$ cat src/switch_policy_defines.svh
// constants for the switch global policy control block
`ifndef SWITCH_POLICY_DEFINES_SVH
`define SWITCH_POLICY_DEFINES_SVH

// ********************
// register offsets
// ********************
`define AGING_BACKOFF_OFFSET     8'h03
`define FORWARDING_POLICY_OFFSET 8'h04

// ********************
// aging/back-off control field positions
// ********************
`define AGE_EN_BIT       2
`define FAST_AGE_BIT     1
`define AGGR_BACKOFF_BIT 0

// ********************
// forwarding policy field positions
// ********************
`define VLAN_DISCARD_BIT   7
`define MCAST_EXCL_BIT     6
`define BP_MODE_BIT        5
`define FAIR_MODE_BIT      4
`define NO_COLL_DROP_BIT   3
`define HUGE_FRAME_BIT     2
`define LEGAL_MAX_DIS_BIT  1
`define PRIO_RESERVE_BIT   0

// ********************
// reset values (strap fields are loaded after release)
// ********************
`define AGING_BACKOFF_RESET     8'h00
`define FORWARDING_POLICY_RESET 8'hF0

// ********************
// frame limits and collision limit
// ********************
`define HUGE_FRAME_LEN      11'h77C
`define EXT_FRAME_LEN       11'h600
`define TAGGED_FRAME_LEN    11'h5F2
`define UNTAGGED_FRAME_LEN  11'h5EE
`define EXCESS_COLL_COUNT   5'h10

// ********************
// timing
// ********************
`define CLK_PERIOD_NS   50
`define CLK_RATE_HZ     20000000
`define FAST_AGE_NS     800000
`define NORMAL_AGE_S    300
`define FAST_AGE_CYC    (`FAST_AGE_NS / `CLK_PERIOD_NS)
`define NORMAL_AGE_CYC  (64'd`NORMAL_AGE_S * 64'd`CLK_RATE_HZ)
`define STRAP_FILL_CYC  3

`endif

$ cat src/switch_policy_pkg.sv
// types for the switch global policy control block
package switch_policy_pkg;

   typedef enum logic [0:0]
   {
      strap_wait,
      strap_done
   } strap_state_t;

   typedef logic [10:0] frame_len_t;

endpackage : switch_policy_pkg

$ cat src/strap_sync.sv
// three-stage synchroniser for strap pins with a fill delay
`timescale 1ns/1ps
`include "switch_policy_defines.svh"

module strap_sync #(
   parameter int WIDTH = 3
) (
   input  wire logic             i_clk,
   input  wire logic             i_reset,
   input  wire logic [WIDTH-1:0] i_pin,
   output logic      [WIDTH-1:0] o_level,
   output logic                  o_stable
);

   logic [WIDTH-1:0] s1_q;
   logic [WIDTH-1:0] s2_q;
   logic [WIDTH-1:0] s3_q;
   logic [1:0]       fill_q;
   logic [1:0]       fill_d;

   always_comb
   begin
      fill_d = fill_q;
      if (fill_q != 2'(`STRAP_FILL_CYC))
      begin
         fill_d = fill_q + 2'h1;
      end
   end

   always_ff @(posedge i_clk or posedge i_reset)
   begin
      if (i_reset)
      begin
         s1_q   <= '0;
         s2_q   <= '0;
         s3_q   <= '0;
         fill_q <= 2'h0;
      end
      else
      begin
         s1_q   <= i_pin;
         s2_q   <= s1_q;
         s3_q   <= s2_q;
         fill_q <= fill_d;
      end
   end

   // a level counts only once the pipe is full and two stages agree
   assign o_level  = s3_q;
   assign o_stable = (fill_q == 2'(`STRAP_FILL_CYC)) && (s2_q == s3_q);

endmodule : strap_sync

$ cat src/switch_global_policy_control.sv
// global policy control registers and per-frame policy decisions of the switch
`timescale 1ns/1ps
`include "switch_policy_defines.svh"

module switch_global_policy_control
   import switch_policy_pkg::*;
#(
   parameter logic [35:0] FAST_AGE_CYCLES   = 36'(`FAST_AGE_CYC),
   parameter logic [35:0] NORMAL_AGE_CYCLES = 36'(`NORMAL_AGE_CYC)
) (
   input  wire logic       i_clk,
   input  wire logic       i_reset,
   // strap pins
   input  wire logic       i_aging_strap_pin,
   input  wire logic       i_backoff_strap_pin,
   input  wire logic       i_collision_drop_strap_pin,
   input  wire logic       i_size_check_strap_pin,
   // register port
   input  wire logic [7:0] i_reg_addr,
   input  wire logic [7:0] i_reg_wdata,
   input  wire logic       i_reg_wr,
   input  wire logic       i_reg_rd,
   output logic      [7:0] o_reg_rdata,
   output logic            o_reg_rvalid,
   // frame classification request
   input  wire logic       i_frame_valid,
   input  wire frame_len_t i_frame_len,
   input  wire logic       i_frame_tagged,
   input  wire logic       i_frame_unicast_known,
   input  wire logic       i_frame_crosses_vlan,
   input  wire logic       i_frame_da_bcast,
   input  wire logic       i_frame_da_group,
   output logic            o_verdict_valid,
   output logic            o_size_drop,
   output logic            o_vlan_drop,
   output logic            o_storm_count,
   // collision and contention events
   input  wire logic       i_coll_valid,
   input  wire logic [4:0] i_coll_count,
   output logic            o_coll_drop,
   output logic            o_coll_retry,
   input  wire logic       i_contend,
   output logic            o_drop_nonfc,
   output logic            o_hold_fc,
   // policy levels and aging
   output logic            o_age_tick,
   output logic            o_aggressive_backoff,
   output logic            o_bp_carrier_sense,
   output logic            o_strap_loaded
);

   // ********************
   // strap capture
   // ********************
   logic [3:0]   strap_level;
   logic         strap_stable;
   strap_state_t strap_q;
   strap_state_t strap_d;

   strap_sync #(
      .WIDTH (4)
   ) u_strap_sync (
      .i_clk    (i_clk),
      .i_reset  (i_reset),
      .i_pin    ({i_size_check_strap_pin, i_collision_drop_strap_pin,
                  i_backoff_strap_pin, i_aging_strap_pin}),
      .o_level  (strap_level),
      .o_stable (strap_stable)
   );

   logic strap_load;

   always_comb
   begin
      strap_d    = strap_q;
      strap_load = 1'b0;
      case (strap_q)
         strap_wait:
         begin
            if (strap_stable)
            begin
               strap_load = 1'b1;
               strap_d    = strap_done;
            end
         end
         strap_done: strap_d = strap_done;
         default:    strap_d = strap_wait;
      endcase
   end

   // ********************
   // registers
   // ********************
   logic [7:0] ctl1_q;
   logic [7:0] ctl1_d;
   logic [7:0] ctl2_q;
   logic [7:0] ctl2_d;
   logic [7:0] rdata_d;

   always_comb
   begin
      ctl1_d = ctl1_q;
      ctl2_d = ctl2_q;
      if (i_reg_wr && i_reg_addr == `AGING_BACKOFF_OFFSET)
      begin
         ctl1_d = i_reg_wdata;
      end
      if (i_reg_wr && i_reg_addr == `FORWARDING_POLICY_OFFSET)
      begin
         ctl2_d = i_reg_wdata;
      end
      // strap values win over a write that lands in the load cycle
      if (strap_load)
      begin
         ctl1_d[`AGE_EN_BIT]        = strap_level[0];
         ctl1_d[`AGGR_BACKOFF_BIT]  = strap_level[1];
         ctl2_d[`NO_COLL_DROP_BIT]  = strap_level[2];
         ctl2_d[`LEGAL_MAX_DIS_BIT] = strap_level[3];
      end
      case (i_reg_addr)
         `AGING_BACKOFF_OFFSET:     rdata_d = ctl1_q;
         `FORWARDING_POLICY_OFFSET: rdata_d = ctl2_q;
         default:                   rdata_d = 8'h00;
      endcase
   end

   // ********************
   // aging timer
   // ********************
   logic [35:0] age_cnt_q;
   logic [35:0] age_cnt_d;
   logic [35:0] age_period;
   logic        age_tick_d;

   always_comb
   begin
      age_period = ctl1_q[`FAST_AGE_BIT] ? FAST_AGE_CYCLES : NORMAL_AGE_CYCLES;
      age_cnt_d  = 36'h0;
      age_tick_d = 1'b0;
      if (ctl1_q[`AGE_EN_BIT])
      begin
         // >= catches a switch from normal to fast with a large count
         if (age_cnt_q >= age_period - 36'h1)
         begin
            age_tick_d = 1'b1;
         end
         else
         begin
            age_cnt_d = age_cnt_q + 36'h1;
         end
      end
   end

   // ********************
   // frame and event decisions
   // ********************
   frame_len_t max_len;
   logic       size_drop_d;
   logic       vlan_drop_d;
   logic       storm_d;
   logic       coll_drop_d;
   logic       coll_retry_d;
   logic       drop_nonfc_d;
   logic       hold_fc_d;

   always_comb
   begin
      if (ctl2_q[`HUGE_FRAME_BIT])
      begin
         max_len = `HUGE_FRAME_LEN;
      end
      else if (ctl2_q[`LEGAL_MAX_DIS_BIT])
      begin
         max_len = `EXT_FRAME_LEN;
      end
      else
      begin
         max_len = i_frame_tagged ? `TAGGED_FRAME_LEN : `UNTAGGED_FRAME_LEN;
      end
      size_drop_d  = i_frame_valid && (i_frame_len > max_len);
      vlan_drop_d  = i_frame_valid && i_frame_crosses_vlan
                     && (ctl2_q[`VLAN_DISCARD_BIT] || !i_frame_unicast_known);
      storm_d      = i_frame_valid && (i_frame_da_bcast
                     || (!ctl2_q[`MCAST_EXCL_BIT] && i_frame_da_group));
      coll_drop_d  = i_coll_valid && (i_coll_count >= `EXCESS_COLL_COUNT)
                     && !ctl2_q[`NO_COLL_DROP_BIT];
      coll_retry_d = i_coll_valid && !coll_drop_d;
      drop_nonfc_d = i_contend && ctl2_q[`FAIR_MODE_BIT];
      hold_fc_d    = i_contend && !ctl2_q[`FAIR_MODE_BIT];
   end

   always_ff @(posedge i_clk or posedge i_reset)
   begin
      if (i_reset)
      begin
         strap_q              <= strap_wait;
         ctl1_q               <= `AGING_BACKOFF_RESET;
         ctl2_q               <= `FORWARDING_POLICY_RESET;
         o_reg_rdata          <= 8'h00;
         o_reg_rvalid         <= 1'b0;
         age_cnt_q            <= 36'h0;
         o_age_tick           <= 1'b0;
         o_verdict_valid      <= 1'b0;
         o_size_drop          <= 1'b0;
         o_vlan_drop          <= 1'b0;
         o_storm_count        <= 1'b0;
         o_coll_drop          <= 1'b0;
         o_coll_retry         <= 1'b0;
         o_drop_nonfc         <= 1'b0;
         o_hold_fc            <= 1'b0;
         o_aggressive_backoff <= 1'b0;
         o_bp_carrier_sense   <= 1'b1;
         o_strap_loaded       <= 1'b0;
      end
      else
      begin
         strap_q              <= strap_d;
         ctl1_q               <= ctl1_d;
         ctl2_q               <= ctl2_d;
         o_reg_rdata          <= i_reg_rd ? rdata_d : 8'h00;
         o_reg_rvalid         <= i_reg_rd;
         age_cnt_q            <= age_cnt_d;
         o_age_tick           <= age_tick_d;
         o_verdict_valid      <= i_frame_valid;
         o_size_drop          <= size_drop_d;
         o_vlan_drop          <= vlan_drop_d;
         o_storm_count        <= storm_d;
         o_coll_drop          <= coll_drop_d;
         o_coll_retry         <= coll_retry_d;
         o_drop_nonfc         <= drop_nonfc_d;
         o_hold_fc            <= hold_fc_d;
         o_aggressive_backoff <= ctl1_d[`AGGR_BACKOFF_BIT];
         o_bp_carrier_sense   <= ctl2_d[`BP_MODE_BIT];
         o_strap_loaded       <= (strap_d == strap_done);
      end
   end
endmodule : switch_global_policy_control

$ cat config.mk
export PLATFORM = sky130hd
export DESIGN_NAME = switch_global_policy_control
export DESIGN_NICKNAME = d
export VERILOG_FILES = /design/src/switch_policy_pkg.sv /design/src/strap_sync.sv /design/src/switch_global_policy_control.sv
export VERILOG_INCLUDE_DIRS = /design/src
export SDC_FILE = /design/constraint.sdc
export NUM_CORES = 1
export LEC_CHECK = 0
export BUFFER_PORTS_ARGS = -buffer_cell sky130_fd_sc_hd__buf_2
export CORE_MARGIN = 2
export CORE_UTILIZATION = 40
export CTS_BUF_LIST = sky130_fd_sc_hd__clkbuf_8
export DETAILED_ROUTE_END_ITERATION = 8
export GPL_TIMING_DRIVEN = 1
export PLACE_DENSITY_LB_ADDON = 0.12
export SLEW_MARGIN = 20
export SYNTH_ARGS = -nofsm -noshare
export SYNTH_HDL_FRONTEND = slang
export SYNTH_SLANG_ARGS = --single-unit
$ cat constraint.sdc
create_clock -name i_clk -period 2.7 [get_ports i_clk]
set_input_delay 0.135 -clock i_clk [delete_from_list [all_inputs] [get_ports i_clk]]
set_output_delay 0.135 -clock i_clk [all_outputs]
set_load 0.01 [all_outputs]
==> results.py, run 1 <==
metrics = {
    "placement": {
        "dp_cells": 563,
        "place.gp.congestion": 0.808,
        "io_buffer_count": 64,
        "dpl.hpwl_mm": 5.70,
        "post_dp_cell_area_um2": 4590,
        "pre_cts_ws_ns": 0.326,
    },
    "detailed_routing": {
        "finalWirelength_mm": 8.13,
        "first_iter_violations": 96,
        "viasPerCell": 5.04,
        "wire_per_inst_um": 13.7,
        "drc": 0,
        "dr_total_vias": 2985,
        "drt_first_pass_iters": 4,
        "antenna_left": 0,
    },
    "global_routing": {
        "grt_overflow_total": 0,
        "grt_pass1_vias": 3057,
        "grt_pass1_wl_mm": 14.4,
        "antenna_found_initial": 0,
        "grt_max_degree": 50,
        "grt_usage_pct": 16.2,
    },
    "power_and_ir_drop": {
        "clkPwrFrac_pct": 32.5,
        "p_sw_share_pct": 28.1,
        "power.switching_mw": 0.740,
        "power_mw": 2.64,
        "power_density_nw_per_um2": 537,
        "power_frac_seq_pct": 52.7,
        "p_leak_nw": 2.27,
        "p_int_mw": 1.90,
        "comb_power_share_pct": 14.8,
        "peakVddDrop_uv": 335,
    },
    "cells_and_area": {
        "finish.instance_area_um2": 4910,
        "final_common_cell": "dfrtp_1",
        "drive_above_1_share_pct": 26.1,
        "layout.nets": 524,
        "synthToLayoutAreaGrowth_pct": 21.6,
        "mostFrequentLayoutCells": "dfrtp_1, buf_2, nor2_1",
        "n_antenna_cell": 0,
        "final_cells": 592,
    },
    "worst_setup_path": {
        "crit_family": "simple AND/OR/NAND/NOR gates",
        "max_stage_delay_ns": 0.56,
        "slowest_stage": "dfrtp_1",
        "cp.required_ns": 2.93,
        "criticalPathCategory": "reg -> reg",
        "cp-start-kind": "register",
        "worstPathArrival_ns": 2.59,
        "critPathBufInv": 1,
        "path_max_fanout": 25,
        "path_cells": "ha_1, nor4b_1, and4_1, o211ai_1, nand4_1, buf_4, nor2_1",
        "end_kind": "register",
    },
    "sta": {
        "finalHoldViolCount": 0,
        "worstMarginPinSlew_ns": 0.638,
        "fin_crit_ns": 2.36,
        "period_share_pct": 87.4,
        "slew_violations": 0,
        "max-slew-margin-rel_pct": 57.4,
        "finalSetupViolations": 0,
        "rsz0062_at_grt": "false",
        "tns_ns": 0,
        "setup_ws_ns": 0.341,
        "max_freq_mhz": 424,
        "finalClockSkew_ns": 0.00829,
    },
    "synth": {
        "synthDistinctLibCells": 49,
        "synth_ff_type": "dfrtp_1",
        "yosysSeqAreaShare_pct": 52.8,
        "synth.avg_cell_area_um2": 11.2,
        "ys.warnings.count": 0,
        "async_flop_share_pct": 100,
        "synthCells": 361,
        "ys_ff_latch": 85,
        "syn_area_um2": 4040,
        "synth_edf_count": 0,
    },
    "run": {
        "cap_violations": 0,
    },
    "clock_tree": {
        "cts_tree": "yes",
        "clock_latency_ns": 0.35,
        "cts_max_level": 3,
        "clockBufferDepth": 2,
        "cts_sinks": 85,
        "root_buffer": "clkbuf_8",
        "post-cts-setup-buffers": 0,
        "cts_made_buffers": 9,
        "clkTransAtPathRegs_ns": 0.09,
    },
    "die": {
        "initial_core_util_pct": 41.3,
        "pin_count": 69,
        "die_y_um": 104,
        "design.core.area_um2": 9770,
        "die_area_um2": 10900,
        "rows": 36,
        "die_width_um": 104,
    },
    "worst_hold_path": {
        "hp-class": "in -> reg",
    },
    "status": {
        "outcome": "finished clean",
    },
}
==> cell families (layout without fill, tap and decap cells) <==
kind of cell    after synthesis  count (layout)  synth area share, %
mux                          19              19                 5.33
simple gates                142             142                 19.5
other cells                   1               2               0.0929
buf+inv                      20             117                 1.95
compound gates               41              41                 6.76
flops                        85              85                 52.8
fa+ha+maj                    22              22                 6.82
xor+xnor                     31              31                 6.73
==> Yosys cell counts (all sizes together) (2+ instances only) <==
cell type	n	area share, %
or3	3	0.47
nor4bb	3	0.74
xnor2	10	2.2
o21ai	8	0.99
ha	22	6.8
nand4	14	2.2
inv	14	1.3
dfstp	4	2.6
nand3	15	1.9
a22oi	8	1.5
and4	6	1.3
nor3	4	0.50
a21oi	10	1.2
nor2b	14	2.2
mux2i	2	0.50
o211ai	2	0.37
dfrtp	81	50
clkbuf	5	0.47
nor2	42	3.9
xor2	21	4.6
nor4	7	1.8
or4	2	0.47
and3	3	0.47
mux2	17	4.8
a21o	2	0.37
and2	3	0.47
nand2	20	2.0
or2	2	0.31
==> per-stage QoR <==
stage / hold WS, ns / utilization, %
floorplan: 0.166 / -
global placement: 0.238 / 47.0
global route: 0.0142 / 50.2
finish: 0.0217 / 50.2
CTS: 0.00899 / 50.2
detailed placement: 0.237 / 47.0
==> layout make-up <==
type / instances / area [um2]
tap: 133 / 166
inverter: 14 / 53.8
clock inverter: 6 / 51.3
clock buffer: 10 / 138
timing repair buffer: 87 / 538
sequential: 85 / 2130
multi-input combinational: 257 / 1830
fill: 932 / 4870
==> sequential cells by signal, indices dropped and copies added, names as in the netlist <==
signal                cells
u_strap_sync.s1_q         4
o_bp_carrier_sense        1
o_vlan_drop               1
o_drop_nonfc              1
o_coll_retry              1
u_strap_sync.s2_q         4
ctl1_q                    8
o_storm_count             1
u_strap_sync.o_level      4
o_hold_fc                 1
age_cnt_q                36
o_reg_rdata               8
ctl2_q                    7
o_coll_drop               1
strap_q                   1
o_size_drop               1
o_age_tick                1
o_verdict_valid           1
u_strap_sync.fill_q       2
o_reg_rvalid              1
==> final timing paths <==
| check | start | endpoint | slack [ns] | depth (start not counted) |
|---|---|---|---|---|
| setup / recovery | ctl1_q[1] | age_cnt_q[6] | 0.34 | 7 |
| hold / removal | i_coll_valid | o_coll_retry | 0.02 | 2 |
| setup reg to reg | ctl1_q[1] | age_cnt_q[6] | 0.34 | 7 |
| min in group asynchronous | i_reset | u_strap_sync.s1_q[0] | 0.39 | 3 |
| hold reg to reg | u_strap_sync.s1_q[1] | u_strap_sync.s2_q[1] | 0.35 | 0 |
| max in group asynchronous | i_reset | ctl2_q[6] | 1.58 | 4 |
==> worst register-to-register path, delay by kind of cell (launching register included) <==
kind                     cells  cell delay, ns
AND/OR/NAND/NOR              4            0.88
flip-flops                   1            0.56
adder cells (fa/ha/maj)      1            0.39
buffers and inverters        1            0.29
AO/OA/AOI/OAI                1            0.13
==> what timing repair did <==
action,4_1_cts,5_1_grt
hold buffers,13,0
hold endpoints to repair,44,0
resized for setup,0,0
==> power groups by stage <==
stage	combinational, mW	sequential (mW)	clock (mW)
3_5_place_dp	0.383	1.42	0
2_1_floorplan	0.235	1.41	0
5_1_grt	0.448	1.40	0.937
6_report	0.390	1.39	0.856
3_3_place_gp	0.368	1.41	0
4_1_cts	0.399	1.39	0.886
==> routing by layer <==
metal  up-vias  wire [um]  GRT usage (%)
met3        11        310           3.07
li1       1462          -              -
met4         0        119           5.69
met5         -          0              0
met1      1453       3910           22.1
met2        59       3790           25.7
No activity file was read; power rests on OpenSTA's default activity.
==> inputs of run 2 (changes only) <==
BUFFER_PORTS_ARGS = unset   (was -buffer_cell sky130_fd_sc_hd__buf_2)
DONT_BUFFER_PORTS = 1   (was unset)
GPL_TIMING_DRIVEN = 0   (was 1)
SLEW_MARGIN = 10   (was 20)
==> run 2 against run 1 <==
  * Cell area fell by 4.8%
  * Clock power rose by 2.7%
  * Worst hold slack improved by 0.0063 ns
  * Die area did not move
  * Global-route usage fell by 0.067 points
  * Register-to-register slack got worse by 0.07 ns
  * Clock skew rose by 0.00055 ns
  * Critical path type unchanged
  * Sequential power barely moved
  * Cell count fell by 9.5%
  * Combinational power fell by 13%
  * Highest routed layer unchanged
==> results.py, run 2 (synthesis results as in run 1) <==
metrics = {
    "sta": {
        "finalHoldViolCount": 0,
        "tns_ns": 0,
        "rsz0062_at_grt": "false",
        "fin_crit_ns": 2.43,
        "setup_ws_ns": 0.275,
        "finalSetupViolations": 0,
        "worstMarginPinSlew_ns": 0.864,
        "slew_violations": 0,
        "max-slew-margin-rel_pct": 41.9,
        "finalClockSkew_ns": 0.00884,
        "holdWs_ns": 0.0280,
        "period_share_pct": 89.8,
        "max_freq_mhz": 412,
    },
    "cells_and_area": {
        "final_cells": 536,
        "largestRegisters": "age_cnt_q (36), ctl1_q (8), o_reg_rdata (8)",
        "layout.nets": 468,
        "drive_above_1_share_pct": 13.6,
        "mostFrequentLayoutCells": "dfrtp_1, nor2_1, ha_1, dlygate4sd3_1, xor2_1",
        "n_antenna_cell": 0,
        "regMostFlops": "age_cnt_q",
        "final_common_cell": "dfrtp_1",
        "final_util_pct": 47.8,
        "largest_reg_flops": 36,
        "synthToLayoutAreaGrowth_pct": 15.8,
    },
    "worst_setup_path": {
        "path_cells": "ha_1, nor4b_1, and4_1, o211ai_1, nand4_1, clkbuf_2, nor2_1",
        "max_stage_delay_ns": 0.53,
        "end_kind": "register",
        "path_max_fanout": 12,
        "critPathBufInv": 1,
        "worstPathArrival_ns": 2.66,
        "slowest_stage": "dfrtp_2",
        "criticalPathCategory": "reg -> reg",
        "cp.required_ns": 2.93,
        "rrSetupSlack_ns": 0.27,
        "cp-start-kind": "register",
        "crit_family": "simple AND/OR/NAND/NOR gates",
    },
    "clock_tree": {
        "cts_made_buffers": 9,
        "root_buffer": "clkbuf_8",
        "cts_tree": "yes",
        "clockBufferDepth": 2,
        "clock_latency_ns": 0.35,
        "cts_max_level": 3,
        "clkTransAtPathRegs_ns": 0.10,
        "cts_sinks": 85,
    },
    "detailed_routing": {
        "met1_length_mm": 3.99,
        "drc": 0,
        "dr_total_vias": 2772,
        "first_iter_violations": 127,
        "wl_met2_mm": 3.74,
        "finalWirelength_mm": 8.18,
        "wire_per_inst_um": 15.3,
        "drt_first_pass_iters": 4,
        "viasPerCell": 5.17,
        "antenna_left": 0,
        "routed.top_layer": "met4",
        "wl_met3_um": 363,
    },
    "placement": {
        "place.gp.congestion": 0.798,
        "dp_cells": 496,
        "dpl.hpwl_mm": 5.68,
        "io_buffer_count": 0,
        "pre_cts_ws_ns": -0.203,
    },
    "worst_hold_path": {
        "hp-class": "in -> reg",
    },
    "global_routing": {
        "grt_usage_pct": 16.1,
        "grt_max_degree": 57,
        "grt_overflow_total": 0,
        "grt_pass1_wl_mm": 14.3,
        "antenna_found_initial": 0,
        "grt_pass1_vias": 2872,
    },
    "power_and_ir_drop": {
        "peakVddDrop_uv": 246,
        "p_leak_nw": 2.02,
        "power_density_nw_per_um2": 561,
    },
    "die": {
        "initial_core_util_pct": 41.3,
        "design.core.area_um2": 9770,
        "rows": 36,
        "die_y_um": 104,
        "die_area_um2": 10900,
        "pin_count": 69,
        "die_width_um": 104,
    },
    "run": {
        "cap_violations": 0,
    },
    "status": {
        "outcome": "finished clean",
    },
}
## run 2: through the flow
stage | cell area, um2 | power [mW]
after floorplan | 4040 | 1.65
after global placement | 4210 | 1.72
after detailed placement | 4240 | 1.74
after CTS | 4670 | 2.66
after global routing | 4670 | 2.77
final | 4670 | 2.62
## run 2: final timing paths
kind | startpoint | to | cells after the start
worst max-delay path | ctl1_q[1] | age_cnt_q[23] | 7
worst min-delay path | i_frame_da_group | o_storm_count | 2
worst max register to register | ctl1_q[1] | age_cnt_q[23] | 7
worst min register to register | u_strap_sync.s1_q[3] | u_strap_sync.s2_q[3] | 0
max in group asynchronous | i_reset | ctl2_q[7] | 3
min in group asynchronous | i_reset | u_strap_sync.s1_q[1] | 2
## run 2: power breakdown
part | switching (mW) | total [mW] | internal (mW) | leakage, nW
Sequential | 0.0671 | 1.41 | 1.34 | 1.10
Combinational | 0.177 | 0.338 | 0.162 | 0.830
Clock | 0.503 | 0.879 | 0.376 | 0.0954
## run 2: timing repair
action,4_1_cts,5_1_grt
hold buffers,22,0
hold endpoints to repair,63,0
pin swaps,1,0
gates resized for setup,3,1
setup buffers,2,0
endpoints found under the setup margin,30,31
## run 2: per-layer routing
metal  GRT usage, %  up-vias
met5              0        -
met4           5.60        0
met3           3.32        7
met2           24.7       65
met1           22.6     1335
li1               -     1365
## run 2: final cells by class
type / count / area [um2]
clock buffers: 10 / 138
clock inverters: 6 / 53.8
multi-input cells: 257 / 1840
flip-flops and latches: 85 / 2130
inverters: 14 / 55.1
plain buffers: 6 / 30.0
well taps: 133 / 166
fillers: 920 / 5100
repair buffers: 25 / 263
## run 2: worst reg2reg max path: stages (launching register included)
cell and delay, ns:
dfrtp_2 0.53, ha_1 0.34, nor4b_1 0.36, and4_1 0.33
o211ai_1 0.15, nand4_1 0.24, clkbuf_2 0.29, nor2_1 0.08
==> inputs of run 3 (changes only) <==
PLACE_DENSITY = 0.58   (was unset)
PLACE_DENSITY_LB_ADDON = unset   (was 0.12)
==> run 3 against run 2 <==
  * Cell area rose by 0.83%
  * Critical path type unchanged
  * Global-route usage down 0.71 points
  * Combinational power hardly changed
  * Maximum frequency is 2.5% lower
  * Via count shrank 0.47%
  * Worst setup slack worse by 0.062 ns
  * Total power increased by 5.8%
  * Sequential share of layout area shrank 0.38 points
  * Clock skew is 0.0013 ns higher
==> results.py, run 3 (synthesis results as in run 1) <==
metrics = {
    "global_routing": {
        "grt_usage_pct": 15.4,
        "grt_util_met1_pct": 20.9,
        "use_met3_pct": 3.82,
        "grt_busiest_layer": "met2",
        "grt_pass1_wl_mm": 13.4,
        "met2_usage_pct": 24.1,
        "grt_pass1_vias": 2718,
        "antenna_found_initial": 0,
        "grt_max_degree": 49,
        "grt_overflow_total": 0,
    },
    "placement": {
        "post_dp_cell_area_um2": 4240,
        "dpl.hpwl_mm": 5.57,
        "place.gp.congestion": 0.809,
        "io_buffer_count": 0,
    },
    "power_and_ir_drop": {
        "peakVddDrop_uv": 424,
        "power_mw": 2.78,
        "p_leak_nw": 2.04,
        "power_density_nw_per_um2": 589,
    },
    "sta": {
        "rsz0062_at_grt": "false",
        "finalClockSkew_ns": 0.0101,
        "worstMarginPinSlew_ns": 0.803,
        "fin_crit_ns": 2.49,
        "finalSetupViolations": 0,
        "finalHoldViolCount": 0,
        "max-slew-margin-rel_pct": 46.0,
        "max_freq_mhz": 402,
        "period_share_pct": 92.1,
        "slew_violations": 0,
    },
    "die": {
        "pin_count": 69,
        "initial_core_util_pct": 41.3,
        "die_y_um": 104,
        "die_width_um": 104,
        "design.core.area_um2": 9770,
        "die_area_um2": 10900,
        "rows": 36,
    },
    "cells_and_area": {
        "regMostFlops": "age_cnt_q",
        "multi_input_area_um2": 1850,
        "largestRegisters": "age_cnt_q (36), ctl1_q (8), o_reg_rdata (8)",
        "largest_reg_flops": 36,
        "nFillCells": 913,
        "synthToLayoutAreaGrowth_pct": 16.8,
        "n_antenna_cell": 0,
        "finish.instance_area_um2": 4710,
        "final_common_cell": "dfrtp_1",
        "layout.nets": 467,
        "regArea_um2": 2130,
        "final_util_pct": 48.2,
        "drive_above_1_share_pct": 13.9,
        "mostFrequentLayoutCells": "dfrtp_1, nor2_1, ha_1, dlygate4sd3_1, xor2_1",
    },
    "clock_tree": {
        "cts_sinks": 85,
        "clockBufferDepth": 2,
        "clock_latency_ns": 0.36,
        "root_buffer": "clkbuf_8",
        "clkTransAtPathRegs_ns": 0.09,
        "cts_tree": "yes",
        "cts_max_level": 3,
        "cts_made_buffers": 9,
    },
    "run": {
        "cap_violations": 0,
    },
    "worst_setup_path": {
        "rrSetupSlack_ns": 0.21,
        "regToRegEndpoint": "age_cnt_q[30]",
        "cp-start-kind": "register",
        "critPathBufInv": 1,
        "cp.depth": 7,
        "slowest_stage": "dfrtp_2",
        "worstPathArrival_ns": 2.78,
        "startpoint": "ctl1_q[1]",
        "timing.rr.start": "ctl1_q[1]",
        "end_kind": "register",
        "reg2regPathDepth": 7,
        "path_cells": "ha_1, a21o_1, a211o_1, a221oi_1, nand4_1, clkbuf_2, nor2_1",
        "cp.required_ns": 2.99,
        "path_max_fanout": 12,
        "max_stage_delay_ns": 0.52,
        "endpoint": "age_cnt_q[30]",
        "criticalPathCategory": "reg -> reg",
        "crit_family": "compound AO/OA/AOI/OAI gates",
    },
    "detailed_routing": {
        "first_iter_violations": 98,
        "drt_first_pass_iters": 4,
        "drc": 0,
        "finalWirelength_mm": 7.98,
        "dr_total_vias": 2759,
        "wire_per_inst_um": 14.9,
        "viasPerCell": 5.16,
        "antenna_left": 0,
    },
    "worst_hold_path": {
        "min_path_cells": 2,
        "hold_start": "i_frame_da_group",
        "hp-class": "in -> reg",
    },
    "status": {
        "outcome": "finished clean",
    },
}
[run 3: area by class of cell]
class	count	share of cell area (%)
plain buffers	6	0.637
clock buffers	9	2.63
clock inverters	7	2.18
inverters	14	1.17
multi-input cells	257	39.2
flip-flops and latches	85	45.3
well taps	133	3.53
repair buffers	24	5.42
[run 3: routing by layer]
metal	routed length [um]	share of wire, %	up-vias
met4	101	1.3	0
met3	284	3.6	11
met2	3800	48	47
li1	-	-	1359
met5	0	0	-
met1	3790	48	1342
[run 3: power by group]
group | switching [mW] | internal, mW
registers | 0.0679 | 1.34
clock network | 0.495 | 0.536
logic | 0.178 | 0.159
total | 0.741 | 2.03
[run 3: metrics by stage]
stage	hold slack, ns	setup TNS [ns]	instances	setup slack [ns]
after detailed placement	0.0838	-4.70	496	-0.247
final	0.0197	0	535	0.213
after global routing	0.0130	0	535	0.0286
after CTS	0.00431	0	535	0.0375
after floorplan	0.166	0	362	0.378
after global placement	0.166	-44.69	495	-0.523
[run 3: how the worst min path moves through the flow]
stage / slack (ns) / end
4_1_cts: 0.004 / o_storm_count
5_1_grt: 0.01 / o_storm_count
2_1_floorplan: 0.17 / o_reg_rvalid
3_3_place_gp: 0.17 / u_strap_sync.s1_q[0]
6_report: 0.02 / o_storm_count
3_5_place_dp: 0.08 / u_strap_sync.s1_q[0]
[run 3: what timing repair did]
item | CTS | global route
hold buffers | 22 | 0
pin swaps | 1 | 0
endpoints found under the setup margin | 30 | 31
endpoints found under the hold margin | 71 | 0
gates resized for setup | 3 | 3
setup buffers | 1 | 0
